[src/sfb_defines.vh]
/*
 Offsets, field positions, reset values and timing counts for the bank-one
 special function register block.
 Assumes inclusion by bare name from the design files.
*/
`ifndef SFB_DEFINES_VH
`define SFB_DEFINES_VH

`define SFB_OFS_INDIRECT_ACCESS_PORT 8'h80
`define SFB_OFS_OPTION_CONFIG 8'h81
`define SFB_OFS_PC_LOW_BYTE 8'h82
`define SFB_OFS_CPU_FLAGS 8'h83
`define SFB_OFS_INDIRECT_POINTER 8'h84
`define SFB_OFS_PORT_A_DIRECTION 8'h85
`define SFB_OFS_PORT_B_DIRECTION 8'h86
`define SFB_OFS_PORT_C_DIRECTION 8'h87
`define SFB_OFS_PORT_D_DIRECTION 8'h88
`define SFB_OFS_PORT_E_DIRECTION_PSP_FLAGS 8'h89
`define SFB_OFS_PC_HIGH_LATCH 8'h8a
`define SFB_OFS_INTERRUPT_CONTROL 8'h8b
`define SFB_OFS_PERIPHERAL_IRQ_ENABLE_1 8'h8c
`define SFB_OFS_PERIPHERAL_IRQ_ENABLE_2 8'h8d
`define SFB_OFS_POWER_RESET_CAUSE 8'h8e
`define SFB_OFS_TIMER2_PERIOD 8'h92
`define SFB_OFS_SYNC_SERIAL_OWN_ADDRESS 8'h93
`define SFB_OFS_SYNC_SERIAL_STATE 8'h94
`define SFB_OFS_ASYNC_TX_CONTROL 8'h98
`define SFB_OFS_BAUD_DIVISOR 8'h99
`define SFB_OFS_ANALOG_PIN_CONFIG 8'h9f
`define SFB_OFS_CORE_CONTROL 8'hc0

`define SFB_RST_OPTION_CONFIG 8'hff
`define SFB_RST_PC_LOW_BYTE 8'h00
`define SFB_RST_CPU_FLAGS 8'h18
`define SFB_RST_INDIRECT_POINTER 8'h00
`define SFB_RST_PORT_A_DIRECTION 8'h3f
`define SFB_RST_PORT_B_DIRECTION 8'hff
`define SFB_RST_PORT_C_DIRECTION 8'hff
`define SFB_RST_PORT_D_DIRECTION 8'hff
`define SFB_RST_PORT_E_DIRECTION_PSP_FLAGS 8'h07
`define SFB_RST_PC_HIGH_LATCH 8'h00
`define SFB_RST_INTERRUPT_CONTROL 8'h00
`define SFB_RST_PERIPHERAL_IRQ_ENABLE_1 8'h00
`define SFB_RST_PERIPHERAL_IRQ_ENABLE_2 8'h00
`define SFB_RST_TIMER2_PERIOD 8'hff
`define SFB_RST_SYNC_SERIAL_OWN_ADDRESS 8'h00
`define SFB_RST_SYNC_SERIAL_STATE 8'h00
`define SFB_RST_ASYNC_TX_CONTROL 8'h02
`define SFB_RST_BAUD_DIVISOR 8'h00
`define SFB_RST_ANALOG_PIN_CONFIG 8'h00

`define SFB_MASK_PORT_A_DIRECTION 8'h3f
`define SFB_MASK_PC_HIGH_LATCH 8'h1f
`define SFB_MASK_PORT_E_DIRECTION 8'hf7
`define SFB_MASK_PERIPHERAL_IRQ_ENABLE_2 8'h01
`define SFB_MASK_ASYNC_TX_CONTROL 8'hf5
`define SFB_MASK_ANALOG_PIN_CONFIG 8'h07
`define SFB_MASK_SYNC_SERIAL_STATE 8'hc0
`define SFB_MASK_CPU_FLAGS_WR 8'he7
`define SFB_MASK_POWER_RESET_CAUSE 8'h03

`define SFB_BIT_PSP_IRQ_ENABLE 7
`define SFB_BIT_CPU_FLAGS_TIMEOUT 4
`define SFB_BIT_CPU_FLAGS_POWERDOWN 3
`define SFB_BIT_POR_FLAG 1
`define SFB_BIT_BOR_FLAG 0
`define SFB_BIT_CTL_SMALL_PACKAGE 0

`define SFB_PC_HIGH_WIDTH 5
`define SFB_EXT_RESET_SETTLE 4'h3

`endif

[src/sfb_pin_sync.v]
/*
 Three-stage synchroniser with agreement filter for one pin input.
 Assumes the pin is asynchronous to pclk.
*/
`timescale 1ns/100ps
`default_nettype none
module sfb_pin_sync #(
    parameter RESET_LEVEL = 1'b1
) (
    input wire pclk,
    input wire presetn,
    input wire pin,
    output reg level
);
    reg s1;
    reg s2;
    reg s3;
    always @(posedge pclk or negedge presetn) begin
        if (!presetn) begin
            s1 <= RESET_LEVEL;
            s2 <= RESET_LEVEL;
            s3 <= RESET_LEVEL;
            level <= RESET_LEVEL;
        end else begin
            s1 <= pin;
            s2 <= s1;
            s3 <= s2;
            // Change counts only once the second and third stages agree
            if (s2 == s3) begin
                level <= s3;
            end
        end
    end
endmodule
`default_nettype wire

[src/sfb_reset_gen.v]
/*
 Combines synchronised pin reset and watchdog timeout into one soft reset,
 held while the pin is low, that reloads register reset states.
 Assumes watchdog_timeout is a pclk-domain pulse.
*/
`timescale 1ns/100ps
`default_nettype none
`include "sfb_defines.vh"
module sfb_reset_gen (
    input wire pclk,
    input wire presetn,
    input wire external_reset_pin_n,
    input wire watchdog_timeout,
    output reg soft_reset,
    output reg pin_reset_seen,
    output reg wdt_reset_seen
);
    wire pin_level;
    sfb_pin_sync #(.RESET_LEVEL(1'b1)) u_sync (
        .pclk(pclk),
        .presetn(presetn),
        .pin(external_reset_pin_n),
        .level(pin_level)
    );
    always @(posedge pclk or negedge presetn) begin
        if (!presetn) begin
            soft_reset <= 1'b0;
            pin_reset_seen <= 1'b0;
            wdt_reset_seen <= 1'b0;
        end else begin
            // Held while the pin is low, so a long pin reset holds registers at reset
            soft_reset <= ~pin_level | watchdog_timeout;
            pin_reset_seen <= ~pin_level;
            wdt_reset_seen <= watchdog_timeout;
        end
    end
endmodule
`default_nettype wire

[src/sfb_bank.v]
/*
 Bank-one special function register decode and storage on APB.
 Assumes an APB master on pclk; core data memory reachable through the
 mem_* port for indirect accesses; branch strobe from the core.
*/
// The APB slave port is this design's own decision.
`timescale 1ns/100ps
`default_nettype none
`include "sfb_defines.vh"
module sfb_bank #(
    parameter SMALL_PACKAGE = 1'b0
) (
    input wire pclk,
    input wire presetn,
    input wire psel,
    input wire penable,
    input wire pwrite,
    input wire [31:0] paddr,
    input wire [31:0] pwdata,
    output wire [31:0] prdata_out,
    output wire pready,
    output wire pslverr,
    input wire external_reset_pin_n,
    input wire watchdog_timeout,
    input wire brownout_detect,
    input wire branch_strobe,
    output reg [4:0] pc_upper,
    output reg mem_req,
    output reg mem_write,
    output reg [7:0] mem_addr,
    output reg [7:0] mem_wdata,
    input wire mem_ack,
    input wire [7:0] mem_rdata,
    output wire [7:0] option_config_out,
    output wire [7:0] port_a_dir_out,
    output wire [7:0] port_b_dir_out,
    output wire [7:0] port_c_dir_out,
    output wire [7:0] port_d_dir_out,
    output wire [7:0] port_e_dir_out,
    output wire [7:0] pc_low_out,
    output wire [7:0] cpu_flags_out,
    output wire [7:0] interrupt_control_out
);
    localparam ST_IDLE = 2'b00;
    localparam ST_MEM = 2'b01;
    localparam ST_DONE = 2'b10;

    // Offset table: register index i sits at the word for reg_ofs(i)
    localparam NREG = 20;
    reg [7:0] regs [0:NREG-1];
    reg [1:0] state;
    reg [31:0] prdata;
    reg small_pkg;
    reg [7:0] core_ctl;
    reg [7:0] next_rdata;
    reg [7:0] wmask;
    reg [4:0] hit_idx;
    reg hit;
    wire soft_reset;
    wire wdt_seen;
    wire [7:0] word_addr;
    wire setup;
    wire is_indirect;
    wire is_ctl;
    integer k;
    integer j;

    function [7:0] reg_ofs;
        input [4:0] i;
        begin
            case (i)
                5'd0: reg_ofs = `SFB_OFS_OPTION_CONFIG;
                5'd1: reg_ofs = `SFB_OFS_PC_LOW_BYTE;
                5'd2: reg_ofs = `SFB_OFS_CPU_FLAGS;
                5'd3: reg_ofs = `SFB_OFS_INDIRECT_POINTER;
                5'd4: reg_ofs = `SFB_OFS_PORT_A_DIRECTION;
                5'd5: reg_ofs = `SFB_OFS_PORT_B_DIRECTION;
                5'd6: reg_ofs = `SFB_OFS_PORT_C_DIRECTION;
                5'd7: reg_ofs = `SFB_OFS_PORT_D_DIRECTION;
                5'd8: reg_ofs = `SFB_OFS_PORT_E_DIRECTION_PSP_FLAGS;
                5'd9: reg_ofs = `SFB_OFS_PC_HIGH_LATCH;
                5'd10: reg_ofs = `SFB_OFS_INTERRUPT_CONTROL;
                5'd11: reg_ofs = `SFB_OFS_PERIPHERAL_IRQ_ENABLE_1;
                5'd12: reg_ofs = `SFB_OFS_PERIPHERAL_IRQ_ENABLE_2;
                5'd13: reg_ofs = `SFB_OFS_POWER_RESET_CAUSE;
                5'd14: reg_ofs = `SFB_OFS_TIMER2_PERIOD;
                5'd15: reg_ofs = `SFB_OFS_SYNC_SERIAL_OWN_ADDRESS;
                5'd16: reg_ofs = `SFB_OFS_SYNC_SERIAL_STATE;
                5'd17: reg_ofs = `SFB_OFS_ASYNC_TX_CONTROL;
                5'd18: reg_ofs = `SFB_OFS_BAUD_DIVISOR;
                5'd19: reg_ofs = `SFB_OFS_ANALOG_PIN_CONFIG;
                default: reg_ofs = 8'h00;
            endcase
        end
    endfunction

    // Writable bit mask; status-only bits are left out
    function [7:0] reg_wmask;
        input [4:0] i;
        begin
            case (i)
                5'd2: reg_wmask = `SFB_MASK_CPU_FLAGS_WR;
                5'd4: reg_wmask = `SFB_MASK_PORT_A_DIRECTION;
                5'd8: reg_wmask = `SFB_MASK_PORT_E_DIRECTION;
                5'd9: reg_wmask = `SFB_MASK_PC_HIGH_LATCH;
                5'd12: reg_wmask = `SFB_MASK_PERIPHERAL_IRQ_ENABLE_2;
                5'd13: reg_wmask = `SFB_MASK_POWER_RESET_CAUSE;
                5'd16: reg_wmask = `SFB_MASK_SYNC_SERIAL_STATE;
                5'd17: reg_wmask = `SFB_MASK_ASYNC_TX_CONTROL;
                5'd19: reg_wmask = `SFB_MASK_ANALOG_PIN_CONFIG;
                default: reg_wmask = 8'hff;
            endcase
        end
    endfunction

    function [7:0] reg_rst;
        input [4:0] i;
        begin
            case (i)
                5'd0: reg_rst = `SFB_RST_OPTION_CONFIG;
                5'd1: reg_rst = `SFB_RST_PC_LOW_BYTE;
                5'd2: reg_rst = `SFB_RST_CPU_FLAGS;
                5'd3: reg_rst = `SFB_RST_INDIRECT_POINTER;
                5'd4: reg_rst = `SFB_RST_PORT_A_DIRECTION;
                5'd5: reg_rst = `SFB_RST_PORT_B_DIRECTION;
                5'd6: reg_rst = `SFB_RST_PORT_C_DIRECTION;
                5'd7: reg_rst = `SFB_RST_PORT_D_DIRECTION;
                5'd8: reg_rst = `SFB_RST_PORT_E_DIRECTION_PSP_FLAGS;
                5'd9: reg_rst = `SFB_RST_PC_HIGH_LATCH;
                5'd10: reg_rst = `SFB_RST_INTERRUPT_CONTROL;
                5'd11: reg_rst = `SFB_RST_PERIPHERAL_IRQ_ENABLE_1;
                5'd12: reg_rst = `SFB_RST_PERIPHERAL_IRQ_ENABLE_2;
                5'd14: reg_rst = `SFB_RST_TIMER2_PERIOD;
                5'd15: reg_rst = `SFB_RST_SYNC_SERIAL_OWN_ADDRESS;
                5'd16: reg_rst = `SFB_RST_SYNC_SERIAL_STATE;
                5'd17: reg_rst = `SFB_RST_ASYNC_TX_CONTROL;
                5'd18: reg_rst = `SFB_RST_BAUD_DIVISOR;
                5'd19: reg_rst = `SFB_RST_ANALOG_PIN_CONFIG;
                default: reg_rst = 8'h00;
            endcase
        end
    endfunction

    sfb_reset_gen u_rst (
        .pclk(pclk),
        .presetn(presetn),
        .external_reset_pin_n(external_reset_pin_n),
        .watchdog_timeout(watchdog_timeout),
        .soft_reset(soft_reset),
        .pin_reset_seen(),
        .wdt_reset_seen(wdt_seen)
    );

    // Mirror bits above the bank offset are dropped so every bank hits
    assign word_addr = {1'b1, paddr[8:2]};
    assign setup = psel & ~penable & (state == ST_IDLE);
    assign is_indirect = (word_addr == `SFB_OFS_INDIRECT_ACCESS_PORT);
    assign is_ctl = (paddr[9:2] == `SFB_OFS_CORE_CONTROL);

    // Address decode over the table; no match means unimplemented
    always @* begin
        hit = 1'b0;
        hit_idx = 5'd0;
        for (j = 0; j < NREG; j = j + 1) begin
            if (reg_ofs(j[4:0]) == word_addr && !hit) begin
                hit = 1'b1;
                hit_idx = j[4:0];
            end
        end
        // Small package drops port D and E direction registers
        if (small_pkg && (hit_idx == 5'd7 || hit_idx == 5'd8)) begin
            hit = 1'b0;
        end
        // Only mirrored registers answer outside bank one
        if (paddr[10:9] != 2'b01 && !(hit_idx == 5'd1 || hit_idx == 5'd2 ||
            hit_idx == 5'd3 || hit_idx == 5'd9 || hit_idx == 5'd10)) begin
            hit = 1'b0;
        end
        wmask = hit ? reg_wmask(hit_idx) : 8'h00;
        next_rdata = hit ? (regs[hit_idx] & reg_wmask_rd(hit_idx)) : 8'h00;
        if (is_ctl) begin
            next_rdata = core_ctl;
        end
    end

    // Readable bits: status bits readable though not writable
    function [7:0] reg_wmask_rd;
        input [4:0] i;
        begin
            case (i)
                5'd4: reg_wmask_rd = `SFB_MASK_PORT_A_DIRECTION;
                5'd8: reg_wmask_rd = `SFB_MASK_PORT_E_DIRECTION;
                5'd9: reg_wmask_rd = `SFB_MASK_PC_HIGH_LATCH;
                5'd12: reg_wmask_rd = `SFB_MASK_PERIPHERAL_IRQ_ENABLE_2;
                5'd13: reg_wmask_rd = `SFB_MASK_POWER_RESET_CAUSE;
                5'd17: reg_wmask_rd = `SFB_MASK_ASYNC_TX_CONTROL | 8'h02;
                5'd19: reg_wmask_rd = `SFB_MASK_ANALOG_PIN_CONFIG;
                default: reg_wmask_rd = 8'hff;
            endcase
        end
    endfunction

    always @(posedge pclk or negedge presetn) begin
        if (!presetn) begin
            state <= ST_IDLE;
            prdata <= 32'h0000_0000;
            mem_req <= 1'b0;
            mem_write <= 1'b0;
            mem_addr <= 8'h00;
            mem_wdata <= 8'h00;
            pc_upper <= 5'h00;
            core_ctl <= 8'h00;
            small_pkg <= 1'b0;
            for (k = 0; k < NREG; k = k + 1) begin
                regs[k] <= reg_rst(k[4:0]);
            end
            // Power-up sets the power-on flag and clears the brown-out flag
            regs[13] <= 8'h02;
        end else begin
            small_pkg <= SMALL_PACKAGE | core_ctl[`SFB_BIT_CTL_SMALL_PACKAGE];
            if (branch_strobe) begin
                pc_upper <= regs[9][4:0];
            end
            case (state)
                ST_IDLE: begin
                    if (setup && is_indirect) begin
                        mem_req <= 1'b1;
                        mem_write <= pwrite;
                        mem_addr <= regs[3];
                        mem_wdata <= pwdata[7:0];
                        state <= ST_MEM;
                    end else if (setup) begin
                        prdata <= {24'h00_0000, next_rdata};
                        state <= ST_DONE;
                    end
                end
                ST_MEM: begin
                    if (mem_ack) begin
                        mem_req <= 1'b0;
                        prdata <= {24'h00_0000,
                            mem_write ? 8'h00 : mem_rdata};
                        state <= ST_DONE;
                    end
                end
                ST_DONE: begin
                    // Write lands on the edge that completes the access
                    if (psel && penable && pwrite) begin
                        if (is_ctl) begin
                            core_ctl <= pwdata[7:0];
                        end else begin
                            regs[hit_idx] <= (regs[hit_idx] & ~wmask) |
                                (pwdata[7:0] & wmask);
                        end
                    end
                    state <= ST_IDLE;
                end
                default: begin
                    state <= ST_IDLE;
                end
            endcase
            // Hardware clear beats a software write in the same cycle
            if (brownout_detect) begin
                regs[13][`SFB_BIT_BOR_FLAG] <= 1'b0;
            end
            if (small_pkg) begin
                regs[11][`SFB_BIT_PSP_IRQ_ENABLE] <= 1'b0;
            end
            // Non-power-up reset: reload reset states, keep cause register
            if (soft_reset) begin
                for (k = 0; k < NREG; k = k + 1) begin
                    if (k != 13) begin
                        regs[k] <= reg_rst(k[4:0]);
                    end
                end
                if (wdt_seen) begin
                    regs[2][`SFB_BIT_CPU_FLAGS_TIMEOUT] <= 1'b0;
                end
                pc_upper <= 5'h00;
                mem_req <= 1'b0;
                state <= ST_IDLE;
            end
        end
    end

    assign pready = (state == ST_DONE);
    assign pslverr = 1'b0;
    assign prdata_out = prdata;
    assign option_config_out = regs[0];
    assign pc_low_out = regs[1];
    assign cpu_flags_out = regs[2];
    assign port_a_dir_out = regs[4] & `SFB_MASK_PORT_A_DIRECTION;
    assign port_b_dir_out = regs[5];
    assign port_c_dir_out = regs[6];
    assign port_d_dir_out = small_pkg ? 8'h00 : regs[7];
    assign port_e_dir_out = small_pkg ? 8'h00 : regs[8];
    assign interrupt_control_out = regs[10];
    // Upper program counter byte has no register location of its own
endmodule
`default_nettype wire

[config.mk]
export PLATFORM = sky130hd
export DESIGN_NAME = sfb_bank
export DESIGN_NICKNAME = d
export VERILOG_FILES = /design/src/sfb_pin_sync.v /design/src/sfb_reset_gen.v /design/src/sfb_bank.v
export VERILOG_INCLUDE_DIRS = /design/src
export SDC_FILE = /design/constraint.sdc
export NUM_CORES = 1
export LEC_CHECK = 0
export ABC_AREA = 1
export BUFFER_PORTS_ARGS = -buffer_cell sky130_fd_sc_hd__clkbuf_2
export CORE_ASPECT_RATIO = 1.75
export CORE_MARGIN = 3
export CORE_UTILIZATION = 50
export CTS_BUF_LIST = sky130_fd_sc_hd__clkbuf_2
export DETAILED_ROUTE_END_ITERATION = 8
export GPL_TIMING_DRIVEN = 0
export MAX_ROUTING_LAYER = met4
export PLACE_DENSITY = 0.78
export SETUP_SLACK_MARGIN = 0.1
export SLEW_MARGIN = 20
export SYNTH_ARGS = -nofsm -noshare
export SYNTH_HDL_FRONTEND = slang
export SYNTH_SLANG_ARGS = --single-unit
[constraint.sdc]
create_clock -name pclk -period 2.5 [get_ports pclk]
set_input_delay 0 -clock pclk [delete_from_list [all_inputs] [get_ports pclk]]
set_output_delay 0 -clock pclk [all_outputs]
set_load 0.03 [all_outputs]
## After elaboration in Yosys (flattened, before gate mapping)

Memory sizes are Yosys's and may differ from the RTL's.
Index checks and enable logic that the tools add are counted.

- Reductions and logical operators: 71
- Magnitude comparators: 2
- Eq/ne operators: 46
- Mux-type cells: 77
- Bitwise operators: 12

Operators with widths:

| cell | number |
|---|---|
| 160-bit 2-to-1 mux | 3 |
| 160-bit bitwise mux | 1 |
| 104-bit 2-to-1 mux | 1 |
| 32-bit 2-to-1 mux | 3 |
| 5-bit 2-to-1 mux | 18 |
| 8-bit 2-to-1 mux | 9 |
| 32-bit one-hot mux with 2 select lines | 1 |
| 4-bit by 7-bit equality test with 1-bit output (first input constant) | 7 |
| 48-bit 2-to-1 mux | 1 |
| 8-bit one-hot mux with 6 select lines | 1 |
| 5-bit by 7-bit equality test with 1-bit output (first input constant) | 6 |
| 8-bit binary-select mux with 5-bit select | 1 |
| 8-bit demux with 5-bit select | 1 |
| 1-bit 2-to-1 mux | 29 |
| 3-bit by 7-bit equality test with 1-bit output (first input constant) | 4 |
| 5-bit by 4-bit equality test with 1-bit output (second input constant) | 5 |
| 1-bit logical AND | 25 |
| 8-bit AND | 3 |
| 1-bit logical NOT | 20 |
| 3-bit AND reduction | 6 |
| 2-bit by 7-bit equality test with 1-bit output (first input constant) | 2 |
| 2-bit 2-to-1 mux | 6 |
| 2-bit nonzero test | 6 |
| 5-bit by 2-bit equality test with 1-bit output (second input constant) | 2 |
| other kinds (30) | 47 |

- Memories: 1
- Bits of input ports: 82
- Output and inout bits: 129
- Logic and storage cells: 246
- Register bits after elaboration: 232
- Bits in read-only memories: 256

Memory list:

| memory | words | bits a word | read ports | clocked after Yosys merged registers in | wr ports | line | source |
|---|---|---|---|---|---|---|---|
| (name not given) | 32 | 8 | 1 | 0 | 0 | sfb_bank.v:101 | `case (i)` |

## Depth between registers and ports, before layout

- Word-level depth: 77
- Gate-level depth with buffers: 26
- Gate-level depth less buffers: 23

## Cells and area by module

Synthesis repeated with hierarchy kept, for this count alone.

- Cells, all modules: 1659
- Area total of the unflattened synthesis: 12047.8 sq um

By module, submodules not included:

| module | area an instance (sq um) | sequential area each (sq um) | times used | cells each |
|---|---|---|---|---|
| sfb_bank | 11840.1 | 5121.2 | 1 | 1645 |
| sfb_pin_sync | 121.4 | 105.1 | 1 | 8 |
| sfb_reset_gen | 86.3 | 75.1 | 1 | 6 |

## Least setup slack after synthesis

No wires, ideal clock.

- Kind: input-to-reg
- Start: input paddr[8]
- End: register regs[53] (netlist bit)
- Library setup time: 0.131 ns
- Buffers on the path: 6
- Slack: -0.258 ns
- Data required time: 2.369 ns
- Stages on the path: 23
- Arrival: 2.627 ns
- Path through: inv_1 > nand3_1 > nor2_1 > nand2_1 > nand3_1 > nor2_1 > nand3_2 > buf_6 > inv_2 > buf_6 > buf_6 > ha_1 > clkbuf_1 > o31ai_2 > nand3_2 > nand2_4 > inv_4 > buf_6 > nand3_2 > nand4_4 > buf_4 > nand3_1 > o21ai_1

- Longest elaborated chain between the ends: 72
- Elaborated cells on any way between the ends: 133
- Classes of those cells: order compare: 2; eq/ne: 28; mux: 48; bitwise: 6; reduce/logical: 48; memory: 1

Ends and longest elaborated chain:

| item | line | source |
|---|---|---|
| start, declared | sfb_bank.v:18 | `input wire [31:0] paddr,` |
| 1-bit by 7-bit equality test with 1-bit output | sfb_bank.v:165 | `if (reg_ofs(j[4:0]) == word_addr && !hit) begin` |
| 1-bit 2-to-1 mux | sfb_bank.v:165 |  |
| 1-bit logical NOT | sfb_bank.v:165 |  |
| 1-bit logical AND | sfb_bank.v:165 |  |
| 1-bit 2-to-1 mux | sfb_bank.v:165 |  |
| 1-bit logical NOT | sfb_bank.v:165 |  |
| 1-bit logical AND | sfb_bank.v:165 |  |
| 1-bit 2-to-1 mux | sfb_bank.v:165 |  |
| [... 56 more ...] | -- |  |
| 1-bit logical NOT | sfb_bank.v:175 | `if (paddr[10:9] != 2'b01 && !(hit_idx == 5'd1 \|\| hit_idx == 5'd2 \|\|` |
| 1-bit logical AND | sfb_bank.v:175 |  |
| 1-bit 2-to-1 mux | sfb_bank.v:175 |  |
| 8-bit 2-to-1 mux | sfb_bank.v:179 | `wmask = hit ? reg_wmask(hit_idx) : 8'h00;` |
| 8-bit inverter | sfb_bank.v:251 | `regs[hit_idx] <= (regs[hit_idx] & ~wmask) \|` |
| 8-bit AND | sfb_bank.v:251 |  |
| 8-bit bitwise OR | sfb_bank.v:251 |  |
| 160-bit bitwise mux | sfb_bank.v:251 |  |
| end signal, assigned by index | sfb_bank.v:215 | `regs[k] <= reg_rst(k[4:0]);` |
| end signal, assigned by index | sfb_bank.v:251 |  |
| end signal, assigned by index | sfb_bank.v:272 | `regs[k] <= reg_rst(k[4:0]);` |
| end, declared | sfb_bank.v:50 | `reg [7:0] regs [0:NREG-1];` |

Several ways; a longest one is shown, not always the timed one. The select of a mux whose other input is x is not followed.
A chain may end at the register's enable or synchronous reset.

## Final worst setup path

- Start: register state[1]
- End: register regs[86] (netlist bit)

- Longest elaborated chain between the ends: 3

Ends and longest elaborated chain:

| item | line | source |
|---|---|---|
| start, declared | sfb_bank.v:51 | `reg [1:0] state;` |
| start signal, assigned | sfb_bank.v:205 | `state <= ST_IDLE;` |
| start signal, assigned | sfb_bank.v:231 | `state <= ST_MEM;` |
| start signal, assigned | sfb_bank.v:234 | `state <= ST_DONE;` |
| 2-bit equality test | sfb_bank.v:224 | `case (state)` |
| 2-bit nonzero test (no source line) | -- |  |
| 3-bit AND reduction (no source line) | -- |  |

No other way between the ends.

==> results.md <==
* Die H at 211 um
* Synthesized cell area at ~12000 um2
* Synth Instances at approximately 1600
* Slew Limit Headroom at between 30% and 40%
* Area growth, synth to finish at 25.8%
* Ys Warns at 0
* DR WL/cell at roughly 21 um
* Via count at about 12000
* Seq. cell area at roughly 5300 um2
* Clk sinks at around 210
* Initial DRC count at between 1000 and 1500
* P_sw at 2.50 mW
* Initial antenna violation count at 1
* Largest stage delay, worst path at 0.47 ns
* Final non-filler cell area at between 15000 and 20000 um2
* IO Pins at between 200 and 250
* Commonest non-fill, non-tap cells in the layout: nand2_1, inv_1, clkbuf_2, nand3_1, dfrtp_1
* Clock slew at reported path FFs at approximately 0.12 ns
* Final WS setup at approximately 0.053 ns
* Post-Place Setup Slack at -1.35 ns
* Critical R2R Capture: regs[86]$_DFFE_PN0P_
* Internal Pwr Total at 4.80 mW
* Crit path time final at approximately 2.4 ns
* Netlist cell types at 46
* Routability congestion estimate at ~1.0
* FF+latch count, synth at approximately 210
* Crit Path Max Fanout at 8
* Syn Area/Cell at ~7.3 um2
* Dominant synthesized flop cell: dfrtp_1
* Pleak at around 8 nW
* WHS Path Cells at 5
* Required @ worst endpoint at 3.23 ns
* Final net count at between 2000 and 2500
* Num CTS Buffers at 50
* Number of fill cells at 2139
* Least-Margin Pin Slew at around 0.95 ns
* Worst min-delay path class: in -> reg
* Most common cell after layout, fill and taps aside: nand2_1
* Global Route Usage Sum at between 30% and 40%
* Largest net degree at the start of global routing at around 90
* CTS max path bufs at 3
* Clock share of power at roughly a third
* Worst r2r path cells at 8
* Worst setup path class: reg -> reg
* Final period util at a little over nine tenths
* Register area share after synthesis at between 40% and 50%
* Global route overflow at 0
* Critical path's slowest cell: nor3_2
* Vias in the first global route at roughly 12000
* RSZ-0062 raised after global routing: true
* Setup crit start kind: flop
* Initial core utilization at 51.1%
* Total Power at roughly 7.3 mW
* Detailed Route WL at ~48000 um
* Via/cell ratio at approximately 5.4
* Hpwl dp at roughly 34000 um
* FFs w/ async S/R, synth at 100%
* Logic pwr share at roughly a fifth
* Most used cell, CP: nor2_2
* CORE AREA at ~24000 um2
* Antenna Nets Post-Route at 0
* Status: finished clean
* Max Freq at about 0.4 GHz
* CTS tree: done
* Core Rows at between 70 and 80
* Die Area at between 20000 and 30000 um2
* Maximum VDD drop at around 0.35 mV
* Reg2reg setup slack at roughly 0.053 ns
* HP Start: mem_ack
* Layout cell share with drive strength beyond 1 at between 20% and 30%
* Post-placement cell area at between 10000 and 15000 um2
* Final Max Slew Viols at 0
* Crit end category: flop
* First-pass GRT wire length at 70400 um
* Residual DRC count at 0
* Critical-path cell list: inv_1, nor3_2, nand2_2, nor2_2, nand2_1, nor2_2, nand3_1, o21ai_0
* Worst skew pair latency at about 0.93 ns
* Max cap viols at 0
* CTS HTree Levels at 2
* Setup Skew at approximately 0.12 ns
* Setup TNS at 0 ns
* # port buffers at 136
* Post-Layout Cell Count at between 2000 and 2500
* Drt first pass iters at 6
* Placed Cells at around 2100
* Die width at roughly 120 um
* Multi-input logic area at roughly 5300 um2
* WHS Endpoint: state[0]$_DFFE_PN0P_
* Post-synth EDFFs at 0
* Sequential power share at approximately 47%
* Crit path DAT at approximately 3.2 ns
* Clock Tree Root: clkbuf_2
* FF-to-FF Start: state[1]$_DFFE_PN0P_
* Switching share of power at 34.3%
* Final setup fails at 0
* Power density over cell area at slightly below 500 nW/um2
* Final Hold Vio Count at 0
synth_stat cells (2+ instances only):
cell      instances  area, um2
a21oi_1          28        140
a31oi_1           5       31.3
buf_1             3       11.3
buf_2            12       60.1
buf_4            96        721
buf_6             7       78.8
clkbuf_1         17       63.8
dfrtp_1         151       3780
dfstp_2          57       1500
ha_1              5       62.6
inv_1           244        916
inv_2            10       37.5
inv_4             2       12.5
nand2_1         479       1800
nand2_2           9       56.3
nand2_4           3       33.8
nand3_1         165        826
nand3_2           8       80.1
nand4_1          16        100
nand4_2           4       50.1
nor2_1           95        357
nor2_2            3       18.8
nor2_4            3       33.8
nor3_1           10       50.1
o21ai_0         102        510
o21ai_1          68        340
o21ai_2           2       17.5
o22ai_1          16        100
o22ai_2           3       37.5
or2_2             3       18.8
per-layer routing:
metal	share of wire (%)	vias to the layer above	track usage, %	wire length (um)
met5	0	-	-	0
met4	8.6	0	26.8	4120
met3	7.7	219	6.00	3700
met2	49	703	61.3	23600
met1	34	5850	41.6	16500
li1	-	5705	-	-
critical path: cells and delay by family, from the launching register on:
| kind | cells | cell delay (ns) |
|---|---|---|
| and+or+nand+nor | 6 | 1.77 |
| buffers and inverters | 1 | 0.09 |
| DFF | 1 | 0.37 |
| AOI/OAI and AO/OA | 1 | 0.10 |
registers in the layout, indices dropped and copies added, names as in the netlist:
signal / flops
mem_req: 1
mem_wdata: 8
u_rst.u_sync.s1: 1
cpu_flags_out: 8
option_config_out: 8
state: 2
mem_addr: 8
small_pkg: 1
prdata_out: 8
u_rst.u_sync.level: 1
u_rst.wdt_reset_seen: 1
mem_write: 1
port_b_dir_out: 8
u_rst.u_sync.s2: 1
core_ctl: 8
u_rst.soft_reset: 1
interrupt_control_out: 8
regs: 106
port_a_dir_out: 6
pc_upper: 5
port_c_dir_out: 8
u_rst.u_sync.s3: 1
pc_low_out: 8
cell type report:
class,instances,area share [%]
antenna,1,0.0166
buffer,133,6.92
clock buffer,77,2.55
clock inverter,13,0.505
inverter,257,6.63
multi-input combinational,1068,34.8
sequential,208,34.9
tap,304,2.52
timing repair buffer,236,11.1
stage by stage:
step           utilization [%]  hold WS, ns
2_1_floorplan                -       -0.296
3_5_place_dp              57.1      -0.0639
4_1_cts                   62.7      0.00643
5_1_grt                   64.2       0.0865
6_report                  64.2       0.0409
3_3_place_gp              56.8       0.0899
cell families (layout without fill, tap and decap cells):
group           count (synthesis)  in the layout  synth area share [%]
flops                         208            208                  43.9
mux                             1              1                0.0938
other cells                     1             28                0.0312
buf+inv                       392            716                  15.9
compound gates                232            232                  10.4
fa+ha+maj                       6              6                 0.604
simple gates                  802            802                  29.0
power by group through the flow:
stage	sequential [mW]	clock, mW	combinational, mW
floorplan	3.56	0	0.651
finish	3.44	2.37	1.50
CTS	3.44	2.37	1.35
detailed placement	3.50	0	1.21
global placement	3.50	0	1.20
global route	3.44	2.55	1.57
worst max path at each step:
stage / from / endpoint / slack [ns] / depth (start not counted)
finish: state[1]$_DFFE_PN0P_ / regs[86]$_DFFE_PN0P_ / 0.05 / 8
global route: state[1]$_DFFE_PN0P_ / cpu_flags_out[0]$_DFFE_PN0P_ / -0.03 / 8
CTS: state[1]$_DFFE_PN0P_ / cpu_flags_out[6]$_DFFE_PN0P_ / -0.02 / 8
detailed placement: paddr[2] / pc_low_out[1]$_DFFE_PN0P_ / -1.35 / 19
global placement: presetn / pc_upper[3]$_DFFE_PN0P_ / -2.59 / 1
floorplan: paddr[7] / regs[132]$_DFFE_PN0P_ / 0.003 / 21
what timing repair did:
action	4_1_cts	5_1_grt
cloned	0	1
pin swaps	6	7
hold buffers	55	0
hold endpoints to repair	403	0
resized for setup	42	47
setup buffers	18	24
endpoints found under the setup margin	178	171
Note: power is estimated with default switching activity, not from simulation.
